File: src/design/lsw_pkg.sv
// Package for the limit switch enable sequencer: register indices, field layout,
// reset values, slot codes, power states and bus codes.
// Assumes register byte address = 4 * index on a 32-bit AHB-Lite bus.
package lsw_pkg;

  localparam int unsigned LSW_DATA_W = 16;
  localparam int unsigned LSW_IDX_W  = 8;
  localparam int unsigned LSW_IDX_LSB = 2;

  // Register indices
  localparam logic [LSW_IDX_W-1:0] LSW_IDX_POWER_REQUEST  = 8'h0d;
  localparam logic [LSW_IDX_W-1:0] LSW_IDX_SUPPLY_REQUEST = 8'hb0;
  localparam logic [LSW_IDX_W-1:0] LSW_IDX_SWITCH_CTL     = 8'hc7;
  localparam logic [LSW_IDX_W-1:0] LSW_IDX_SWITCH_STATUS  = 8'hd0;

  // Field positions
  localparam int unsigned LSW_REQ_BIT        = 15;
  localparam int unsigned LSW_STARTUP_LSB    = 10;
  localparam int unsigned LSW_SHUTDOWN_LSB   = 6;
  localparam int unsigned LSW_SLOT_W         = 4;
  localparam int unsigned LSW_SLEEP_KEEP_BIT = 4;
  localparam int unsigned LSW_SLEEP_BULK_BIT = 1;
  localparam int unsigned LSW_AWAKE_BULK_BIT = 0;
  localparam int unsigned LSW_STAT_SWITCH_BIT = 0;
  localparam int unsigned LSW_STAT_BULK_BIT   = 1;

  // Reset values
  localparam logic                  LSW_REQ_RESET        = 1'h0;
  localparam logic [LSW_SLOT_W-1:0] LSW_SLOT_RESET       = 4'h0;
  localparam logic                  LSW_SLEEP_KEEP_RESET = 1'h0;
  localparam logic                  LSW_AWAKE_BULK_RESET = 1'h1;
  localparam logic                  LSW_SLEEP_BULK_RESET = 1'h1;

  // Slot codes
  localparam logic [LSW_SLOT_W-1:0] LSW_SLOT_NONE  = 4'h0;
  localparam logic [LSW_SLOT_W-1:0] LSW_SLOT_FIRST = 4'h1;
  localparam logic [LSW_SLOT_W-1:0] LSW_SLOT_LAST  = 4'he;
  localparam logic [LSW_SLOT_W-1:0] LSW_SLOT_ENTRY = 4'hf;

  // AHB-Lite codes
  localparam logic [1:0] LSW_HTRANS_NONSEQ = 2'h2;
  localparam logic       LSW_HRESP_OKAY    = 1'h0;

  typedef enum logic [2:0] {
    LSW_PM_OFF,
    LSW_PM_STARTUP,
    LSW_PM_PRE_ACTIVE,
    LSW_PM_ACTIVE,
    LSW_PM_HIBERNATE,
    LSW_PM_SHUTDOWN
  } lsw_pm_state_t;

  function automatic logic lsw_slot_numbered(input logic [LSW_SLOT_W-1:0] code);
    lsw_slot_numbered = (code >= LSW_SLOT_FIRST) && (code <= LSW_SLOT_LAST);
  endfunction

endpackage

File: src/design/lsw_reg_if.sv
// Interface between the bus front end and the register/sequencer core.
// Assumes one clock; strobes are single-cycle.
`timescale 1ns/1ps
`default_nettype none
interface lsw_reg_if;
  import lsw_pkg::*;
  logic                  wr_en;
  logic                  rd_en;
  logic [LSW_IDX_W-1:0]  index;
  logic                  mapped;
  logic [LSW_DATA_W-1:0] wdata;
  logic [LSW_DATA_W-1:0] rdata;

  modport front (output wr_en, output rd_en, output index, output wdata, input rdata, input mapped);
  modport core  (input wr_en, input rd_en, input index, input wdata, output rdata, output mapped);
endinterface
`default_nettype wire

File: src/design/lsw_ahb_slave.sv
// AHB-Lite slave front end for the limit switch registers.
// Assumes a single slave: hreadyout is the bus hready. Writes take no wait state, reads one.
`timescale 1ns/1ps
`default_nettype none
module lsw_ahb_slave
  import lsw_pkg::*;
(
  input  wire logic        hclk,
  input  wire logic        hresetn,
  input  wire logic        hsel,
  input  wire logic [31:0] haddr,
  input  wire logic [1:0]  htrans,
  input  wire logic        hwrite,
  input  wire logic [31:0] hwdata,
  input  wire logic        hready,
  output logic             hreadyout,
  output logic [31:0]      hrdata,
  lsw_reg_if.front         regs
);

  typedef enum logic [1:0] {LSW_BUS_IDLE, LSW_BUS_WRITE, LSW_BUS_READ, LSW_BUS_READ_DONE} lsw_bus_state_t;

  lsw_bus_state_t       state;
  lsw_bus_state_t       next_state;
  logic [LSW_IDX_W-1:0] index;
  logic [LSW_IDX_W-1:0] next_index;
  logic                 in_range;
  logic                 next_in_range;
  logic [31:0]          next_hrdata;
  logic                 take;

  // Upper address bits must be zero, otherwise the access is unmapped
  assign take = hsel && (htrans == LSW_HTRANS_NONSEQ) && hready;

  always_comb begin
    next_state    = state;
    next_index    = index;
    next_in_range = in_range;
    next_hrdata   = hrdata;
    unique case (state)
      LSW_BUS_READ: begin
        next_hrdata = (in_range && regs.mapped) ? {16'h0000, regs.rdata} : 32'h0000_0000;
        next_state  = LSW_BUS_READ_DONE;
      end
      default: begin
        next_state = LSW_BUS_IDLE;
        if (take) begin
          next_index    = haddr[LSW_IDX_LSB +: LSW_IDX_W];
          next_in_range = (haddr[31:LSW_IDX_LSB+LSW_IDX_W] == '0) && (haddr[LSW_IDX_LSB-1:0] == '0);
          next_state    = hwrite ? LSW_BUS_WRITE : LSW_BUS_READ;
        end
      end
    endcase
  end

  always_ff @(posedge hclk or negedge hresetn) begin
    if (!hresetn) begin
      state    <= LSW_BUS_IDLE;
      index    <= '0;
      in_range <= 1'b0;
      hrdata   <= 32'h0000_0000;
    end else begin
      state    <= next_state;
      index    <= next_index;
      in_range <= next_in_range;
      hrdata   <= next_hrdata;
    end
  end

  // Read waits one cycle so a write just ahead of it is already in the registers
  assign hreadyout   = (state != LSW_BUS_READ);
  assign regs.wr_en  = (state == LSW_BUS_WRITE) && in_range;
  assign regs.rd_en  = (state == LSW_BUS_READ) && in_range;
  assign regs.index  = index;
  assign regs.wdata  = hwdata[LSW_DATA_W-1:0];

endmodule
`default_nettype wire

File: src/design/lsw_sequencer.sv
// Limit switch enable sequencer: request bit with two aliases, start-up and shutdown
// slot control, Hibernate handling, bulk detection enable, and its AHB-Lite registers.
// Assumes power state and slot ticks come from logic on hclk, so they are not resynchronised.
//
// The AHB-Lite interface to the registers is this design's own decision.
`timescale 1ns/1ps
`default_nettype none

module lsw_sequencer
  import lsw_pkg::*;
#(
  parameter logic [LSW_SLOT_W-1:0] STARTUP_PRESET = 4'h0
)(
  input  wire logic        hclk,
  input  wire logic        hresetn,
  input  wire logic        hsel,
  input  wire logic [31:0] haddr,
  input  wire logic [1:0]  htrans,
  input  wire logic        hwrite,
  input  wire logic [2:0]  hsize,
  input  wire logic [31:0] hwdata,
  input  wire logic        hready,
  output logic             hreadyout,
  output logic             hresp,
  output logic [31:0]      hrdata,
  input  wire logic [2:0]  pm_state,
  input  wire logic        slot_tick,
  input  wire logic [3:0]  slot_num,
  input  wire logic        dev_mode,
  output logic             switch_enable,
  output logic             bulk_sense_enable
);

  lsw_reg_if regs ();

  lsw_ahb_slave u_bus (
    .hclk      (hclk),
    .hresetn   (hresetn),
    .hsel      (hsel),
    .haddr     (haddr),
    .htrans    (htrans),
    .hwrite    (hwrite),
    .hwdata    (hwdata),
    .hready    (hready),
    .hreadyout (hreadyout),
    .hrdata    (hrdata),
    .regs      (regs)
  );

  // Only whole-word transfers are expected; size is not checked
  assign hresp = LSW_HRESP_OKAY;

  lsw_pm_state_t pm;
  lsw_pm_state_t pm_prev;
  lsw_pm_state_t next_pm_prev;

  assign pm = lsw_pm_state_t'(pm_state);

  // Control register state
  logic                  switch_on_request;
  logic                  next_switch_on_request;
  logic [LSW_SLOT_W-1:0] startup_slot_store;
  logic [LSW_SLOT_W-1:0] next_startup_slot_store;
  logic [LSW_SLOT_W-1:0] shutdown_slot_select;
  logic [LSW_SLOT_W-1:0] next_shutdown_slot_select;
  logic                  sleep_keep_setting;
  logic                  next_sleep_keep_setting;
  logic                  awake_bulk_sense_on;
  logic                  next_awake_bulk_sense_on;
  logic                  sleep_bulk_sense_on;
  logic                  next_sleep_bulk_sense_on;

  // Switch state
  logic                  next_switch_enable;
  logic                  next_bulk_sense_enable;

  logic [LSW_SLOT_W-1:0] startup_slot_select;
  logic                  wr_request;
  logic                  wr_ctl;
  logic                  entering_active;
  logic                  startup_hit;
  logic                  shutdown_hit;
  logic                  hw_set_request;

  // Mode strap comes from a pin, so it passes two flops; until then the custom preset holds
  logic dev_mode_meta;
  logic dev_mode_sync;

  always_ff @(posedge hclk or negedge hresetn) begin
    if (!hresetn) begin
      dev_mode_meta <= 1'b0;
      dev_mode_sync <= 1'b0;
    end else begin
      dev_mode_meta <= dev_mode;
      dev_mode_sync <= dev_mode_meta;
    end
  end

  // Custom modes pin the start-up slot to the preset
  assign startup_slot_select = dev_mode_sync ? startup_slot_store : STARTUP_PRESET;

  // Either alias writes the one request flop
  assign wr_request = regs.wr_en &&
                      ((regs.index == LSW_IDX_POWER_REQUEST) || (regs.index == LSW_IDX_SUPPLY_REQUEST));
  assign wr_ctl     = regs.wr_en && (regs.index == LSW_IDX_SWITCH_CTL);

  // Only a start-up reaches Active through this; a wake from Hibernate leaves the request alone
  assign entering_active = (pm == LSW_PM_ACTIVE) && (pm_prev != LSW_PM_ACTIVE) && (pm_prev != LSW_PM_HIBERNATE);

  // A numbered code matches only the tick of its own slot; 0 and 15 never match a tick
  function automatic logic slot_match(input logic                  tick,
                                      input logic [LSW_SLOT_W-1:0] num,
                                      input logic [LSW_SLOT_W-1:0] code);
    slot_match = tick && lsw_slot_numbered(code) && (num == code);
  endfunction

  always_comb begin
    startup_hit  = 1'b0;
    shutdown_hit = 1'b0;
    if (pm == LSW_PM_STARTUP && slot_match(slot_tick, slot_num, startup_slot_select)) begin
      startup_hit = 1'b1;
    end
    if (entering_active && startup_slot_select == LSW_SLOT_ENTRY) begin
      startup_hit = 1'b1;
    end
    if (pm == LSW_PM_SHUTDOWN && slot_match(slot_tick, slot_num, shutdown_slot_select)) begin
      shutdown_hit = 1'b1;
    end
  end

  // Only the start-up sequence sets the request; shutdown leaves it for software to see
  assign hw_set_request = startup_hit;

  // Request bit: the hardware set wins over a software clear in the same cycle
  always_comb begin
    next_switch_on_request = switch_on_request;
    if (wr_request) begin
      next_switch_on_request = regs.wdata[LSW_REQ_BIT];
    end
    if (hw_set_request) begin
      next_switch_on_request = 1'b1;
    end
  end

  always_comb begin
    next_startup_slot_store   = startup_slot_store;
    next_shutdown_slot_select = shutdown_slot_select;
    next_sleep_keep_setting   = sleep_keep_setting;
    next_awake_bulk_sense_on  = awake_bulk_sense_on;
    next_sleep_bulk_sense_on  = sleep_bulk_sense_on;
    if (wr_ctl) begin
      if (dev_mode_sync) begin
        next_startup_slot_store = regs.wdata[LSW_STARTUP_LSB +: LSW_SLOT_W];
      end
      next_shutdown_slot_select = regs.wdata[LSW_SHUTDOWN_LSB +: LSW_SLOT_W];
      next_sleep_keep_setting   = regs.wdata[LSW_SLEEP_KEEP_BIT];
      next_awake_bulk_sense_on  = regs.wdata[LSW_AWAKE_BULK_BIT];
      next_sleep_bulk_sense_on  = regs.wdata[LSW_SLEEP_BULK_BIT];
    end
  end

  // The request bit is its own group: both aliases and the hardware set feed one flop
  always_ff @(posedge hclk or negedge hresetn) begin
    if (!hresetn) begin
      switch_on_request <= LSW_REQ_RESET;
    end else begin
      switch_on_request <= next_switch_on_request;
    end
  end

  always_ff @(posedge hclk or negedge hresetn) begin
    if (!hresetn) begin
      startup_slot_store   <= LSW_SLOT_RESET;
      shutdown_slot_select <= LSW_SLOT_RESET;
      sleep_keep_setting   <= LSW_SLEEP_KEEP_RESET;
      awake_bulk_sense_on  <= LSW_AWAKE_BULK_RESET;
      sleep_bulk_sense_on  <= LSW_SLEEP_BULK_RESET;
    end else begin
      startup_slot_store   <= next_startup_slot_store;
      shutdown_slot_select <= next_shutdown_slot_select;
      sleep_keep_setting   <= next_sleep_keep_setting;
      awake_bulk_sense_on  <= next_awake_bulk_sense_on;
      sleep_bulk_sense_on  <= next_sleep_bulk_sense_on;
    end
  end

  // Power state history, used only to see the step into Active
  always_comb begin
    next_pm_prev = pm;
  end

  always_ff @(posedge hclk or negedge hresetn) begin
    if (!hresetn) begin
      pm_prev <= LSW_PM_OFF;
    end else begin
      pm_prev <= next_pm_prev;
    end
  end

  // Switch control
  always_comb begin
    next_switch_enable = switch_enable;
    unique case (pm)
      LSW_PM_OFF: begin
        next_switch_enable = 1'b0;
      end
      LSW_PM_STARTUP: begin
        if (startup_hit) begin
          next_switch_enable = 1'b1;
        end
      end
      LSW_PM_PRE_ACTIVE: begin
        // A request made here waits for Active
        next_switch_enable = switch_enable;
      end
      LSW_PM_ACTIVE: begin
        // The next request, so a write lands on the switch at the same edge
        next_switch_enable = next_switch_on_request;
      end
      LSW_PM_HIBERNATE: begin
        // The stored request, so a kept setting is exactly what Active had
        next_switch_enable = sleep_keep_setting ? switch_on_request : 1'b0;
      end
      LSW_PM_SHUTDOWN: begin
        if (shutdown_hit) begin
          next_switch_enable = 1'b0;
        end
      end
      default: begin
        next_switch_enable = 1'b0;
      end
    endcase
  end

  always_ff @(posedge hclk or negedge hresetn) begin
    if (!hresetn) begin
      switch_enable <= 1'b0;
    end else begin
      switch_enable <= next_switch_enable;
    end
  end

  // Bulk detection looks at the switch's next value, so it never lags a switch-on by a cycle
  always_comb begin
    if (next_switch_enable) begin
      next_bulk_sense_enable = 1'b1;
    end else if (pm == LSW_PM_HIBERNATE) begin
      next_bulk_sense_enable = sleep_bulk_sense_on;
    end else begin
      next_bulk_sense_enable = awake_bulk_sense_on;
    end
  end

  always_ff @(posedge hclk or negedge hresetn) begin
    if (!hresetn) begin
      bulk_sense_enable <= LSW_AWAKE_BULK_RESET;
    end else begin
      bulk_sense_enable <= next_bulk_sense_enable;
    end
  end

  // Register read path; fields not held here read as zero
  always_comb begin
    regs.rdata  = '0;
    regs.mapped = 1'b1;
    unique case (regs.index)
      LSW_IDX_POWER_REQUEST, LSW_IDX_SUPPLY_REQUEST: begin
        regs.rdata[LSW_REQ_BIT] = switch_on_request;
      end
      LSW_IDX_SWITCH_CTL: begin
        regs.rdata[LSW_STARTUP_LSB +: LSW_SLOT_W]  = startup_slot_select;
        regs.rdata[LSW_SHUTDOWN_LSB +: LSW_SLOT_W] = shutdown_slot_select;
        regs.rdata[LSW_SLEEP_KEEP_BIT]             = sleep_keep_setting;
        regs.rdata[LSW_AWAKE_BULK_BIT]             = awake_bulk_sense_on;
        regs.rdata[LSW_SLEEP_BULK_BIT]             = sleep_bulk_sense_on;
      end
      LSW_IDX_SWITCH_STATUS: begin
        // The real switch state, which internal conditions may hold off
        regs.rdata[LSW_STAT_SWITCH_BIT] = switch_enable;
        regs.rdata[LSW_STAT_BULK_BIT]   = bulk_sense_enable;
      end
      default: begin
        regs.mapped = 1'b0;
      end
    endcase
    // Outside a read the mux is parked at zero so idle cycles do not toggle the read path
    if (!regs.rd_en) begin
      regs.rdata = '0;
    end
  end

endmodule
`default_nettype wire

File: config.mk
export PLATFORM = sky130hd
export DESIGN_NAME = lsw_sequencer
export DESIGN_NICKNAME = d
export VERILOG_FILES = /design/src/design/lsw_pkg.sv /design/src/design/lsw_reg_if.sv /design/src/design/lsw_ahb_slave.sv /design/src/design/lsw_sequencer.sv
export SDC_FILE = /design/constraint.sdc
export NUM_CORES = 1
export LEC_CHECK = 0
export BUFFER_PORTS_ARGS = -buffer_cell sky130_fd_sc_hd__buf_2
export CORE_MARGIN = 2
export CORE_UTILIZATION = 43
export CTS_BUF_LIST = sky130_fd_sc_hd__clkbuf_4 sky130_fd_sc_hd__clkbuf_8
export CTS_CLUSTER_DIAMETER = 150
export DETAILED_ROUTE_END_ITERATION = 10
export PLACE_DENSITY = 0.79
export SLEW_MARGIN = 25
export SYNTH_ARGS = -nofsm -noshare
export SYNTH_HDL_FRONTEND = slang
export SYNTH_SLANG_ARGS = --single-unit
File: constraint.sdc
create_clock -name hclk -period 3.5 [get_ports hclk]
set_input_delay 0.35 -clock hclk [delete_from_list [all_inputs] [get_ports hclk]]
set_output_delay 0.35 -clock hclk [all_outputs]
set_load 0.03 [all_outputs]
==> results.yml <==
cts:
  cts.sinks: 42
  clk_pin_slew_worst_paths_ns: 0.08
  cts_buffer_depth: 2
  cts_made_buffers: 5
  worst_skew_pair.late_latency_ns: 0.30
  cts_hold_repair.buffers: 0
  post_cts.repair.setup_buffers: 0
  postcts_resize_cnt: 0
  cts_tree: "done"
  cts-htree-levels: 2
  cts_root_buf: "sky130_fd_sc_hd__clkbuf_8"
worst_setup_path:
  cp_slowest_stage_delay_ns: 0.45
  cp_cell_sequence: "nor2b_1 > buf_4 > clkinv_1 > buf_2"
  worstSetupStartpointType: "flip-flop"
  crit_path_max_fanout: 18
  rr_startpoint: "u_bus.regs.index[2]"
  crit_arrival_ns: 1.80
  cp_slowest_cell: "sky130_fd_sc_hd__clkinv_1"
  endpoint_kind: "primary output"
  reg2reg_depth: 6
  worstPathRequired_ns: 3.15
  setup.reg_to_reg.worst_slack_ns: 1.44
  timing_worst_setup_path_type: "flip-flop to primary output"
  worstReg2RegEnd: "bulk_sense_enable"
placed_design:
  gp_congestion: 0.750
  place_area_um2: 2470
  portBuffers: 74
  detailed_place_hpwl_mm: 3.41
finish:
  finish.instance_area_um2: 2570
  num_antenna_cells: 0
  design.final.nets: 359
  most-common-layout-cells: "73 x sky130_fd_sc_hd__buf_2, 39 x sky130_fd_sc_hd__dfrtp_1, 23 x sky130_fd_sc_hd__nand2_1, 21 x sky130_fd_sc_hd__conb_1, 20 x sky130_fd_sc_hd__mux2_2"
  fillers: 443
  area_growth_pct: 21.6
  layout_commonest_cell: "sky130_fd_sc_hd__buf_2"
  drive_gt1_share_pct: 39.4
pwr:
  power.static_leakage_nw: 1.29
  vdd_ir_drop_max_mv: 0.208
  power_switching_mw: 0.349
  power.share.combinational_pct: 20.4
  cell_internal_power_mw: 0.803
  p_seq_share_pct: 51.2
  power-per-cell-area_nw_per_um2: 449
  power_frac_clock_pct: 28.3
  power.switching_fraction_pct: 30.3
synthesis:
  ys_ff_latch: 42
  area_contributors_post_synth: "sky130_fd_sc_hd__dfrtp_1 46%, sky130_fd_sc_hd__mux2_2 11%, sky130_fd_sc_hd__buf_4 7.8%, sky130_fd_sc_hd__nand2_1 4.1%, sky130_fd_sc_hd__dfstp_2 3.7%"
  combined_area_of_all_synthesized_cells_um2: 2110
  synth.yosys.warnings: 0
  yosysSeqAreaShare_pct: 50.0
  avgSynthCellArea_um2: 10.6
  synth_top_area_share_pct: 46.3
  yosys.area.top_type: "sky130_fd_sc_hd__dfrtp_1"
  syn_inst: 199
  dominantRegCellSynth: "sky130_fd_sc_hd__dfrtp_1"
  count_of_cell_types_in_the_netlist: 42
  synth_enable_flop_cells: 0
  asyncSetResetFlopFracSynth_pct: 100
die:
  core_um2: 4720
  die_h_um: 74.0
  die-width_um: 74.0
  io_pins: 119
  dieArea_um2: 5480
  rows: 25
  start_util_pct: 44.7
route:
  number_of_routed_nets_with_antenna_violations: 0
  routed_via_density: 4.92
  drc_markers: 0
  final_routed_wirelength_across_all_metal_layers_mm: 4.56
  route.vias.total: 1692
  drt_first_pass_iters: 4
  detail_route.iter0.violations: 71
  detail_route.wl_per_cell_um: 13.3
timing:
  final_max_slew_viol_count: 0
  fin_crit_ns: 2.15
  period_share_pct: 61.4
  timing_worst_slew_pin_value_ns: 0.607
  setup_viol: 0
  finalSetupTns_ns: 0
  timing.slew.headroom_pct: 59.4
  grt_setup_unrepaired: "no"
  final.hold.worst_slack_ns: 0.0212
  fin_worst_skew_ns: 0.00890
  max_clock_freq_ghz: 0.466
  hold_violations_final: 0
global_routing:
  wire_length_of_the_first_global_routing_pass_mm: 7.55
  antenna_found_initial: 0
  grt_remaining_overflow: 0
  grt_util_overall_pct: 18.2
  grt_start_max_net_pins: 43
  number_of_global_route_vias_before_repair: 1664
outcome:
  status: "finished, final reports clean"
hold_path:
  worstHoldPathType: "input port to asynchronous set/reset pin"
job:
  number_of_violations_of_the_max_capacitance_limit: 0
-- synthesized netlist by cell type, types with 4 or more instances --
library cell,instances
sky130_fd_sc_hd__a21oi_1,4
sky130_fd_sc_hd__buf_4,22
sky130_fd_sc_hd__dfrtp_1,39
sky130_fd_sc_hd__inv_1,6
sky130_fd_sc_hd__mux2_2,20
sky130_fd_sc_hd__nand2_1,23
sky130_fd_sc_hd__nand3_1,13
sky130_fd_sc_hd__nor2_1,8
sky130_fd_sc_hd__nor3_1,5
sky130_fd_sc_hd__nor4_1,6
sky130_fd_sc_hd__o21ai_0,6
-- per-stage QoR --
stage / utilization, % / setup WS, ns / std cells / power, mW
5_1_grt: 54.3 / 1.22 / 344 / 1.21
3_5_place_dp: 52.3 / 1.44 / 336 / 0.837
2_1_floorplan: - / 1.64 / 219 / 0.758
6_report: 54.3 / 1.35 / 344 / 1.15
3_3_place_gp: 52.3 / 1.48 / 336 / 0.824
4_1_cts: 54.3 / 1.34 / 344 / 1.16
-- cells by family after synthesis --
| kind of cell | Yosys count | share of synthesized area (%) |
|---|---|---|
| muxes | 21 | 11.2 |
| and+or+nand+nor | 75 | 19.5 |
| AOI/OAI and AO/OA | 25 | 8.25 |
| DFF | 42 | 50.0 |
| buffers and inverters | 32 | 9.67 |
| other | 1 | 0.178 |
| xor gates and xnor gates | 3 | 1.25 |
-- power groups by stage --
stage                     Combinational (mW)  Clock [mW]  Sequential (mW)
after detailed placement               0.237           0            0.600
after floorplan                        0.171           0            0.587
final                                  0.235       0.326            0.590
after global routing                   0.260       0.354            0.599
after CTS                              0.237       0.336            0.591
after global placement                 0.230           0            0.594
-- sequential cells by signal, summed over array words and instances (netlist names), 2 cells and up --
register              cells
pm_prev                   3
shutdown_slot_select      4
startup_slot_store        4
u_bus.hrdata             12
u_bus.regs.index          8
u_bus.state               2
-- worst max-delay path: cells and delay by family, from the launching register on --
| kind | cells | cell delay (ns) |
|---|---|---|
| AND/OR/NAND/NOR | 1 | 0.11 |
| buffers and inverters | 3 | 1.01 |
| flip-flops | 1 | 0.38 |
-- routing by layer --
| metal | part of all wire, % | GRT usage, % | wire (um) |
|---|---|---|---|
| met1 | 44 | 22.9 | 2000 |
| met2 | 48 | 30.2 | 2200 |
| met3 | 6.2 | 4.07 | 284 |
| met4 | 1.6 | 7.88 | 71 |
| met5 | 0 | 0 | 0 |
-- worst max path at each step --
stage	start	to	cells past startpoint
after floorplan	u_bus.regs.index[2]	bulk_sense_enable	6
after global placement	pm_state[1]	bulk_sense_enable	6
after detailed placement	u_bus.regs.index[2]	bulk_sense_enable	6
after CTS	u_bus.state[0]	hreadyout	4
after global routing	u_bus.state[0]	hreadyout	4
final	u_bus.state[0]	hreadyout	4
-- layout make-up --
type	instances	area, um^2	area share, %
Multi-Input combinational cell	145	926	36.1
Clock buffer	7	90.1	3.51
Timing Repair Buffer	75	380	14.8
Tap cell	67	83.8	3.27
Clock inverter	1	5.00	0.195
Inverter	7	26.3	1.02
Sequential cell	42	1050	41.1
(Power assumes the default switching activity.)
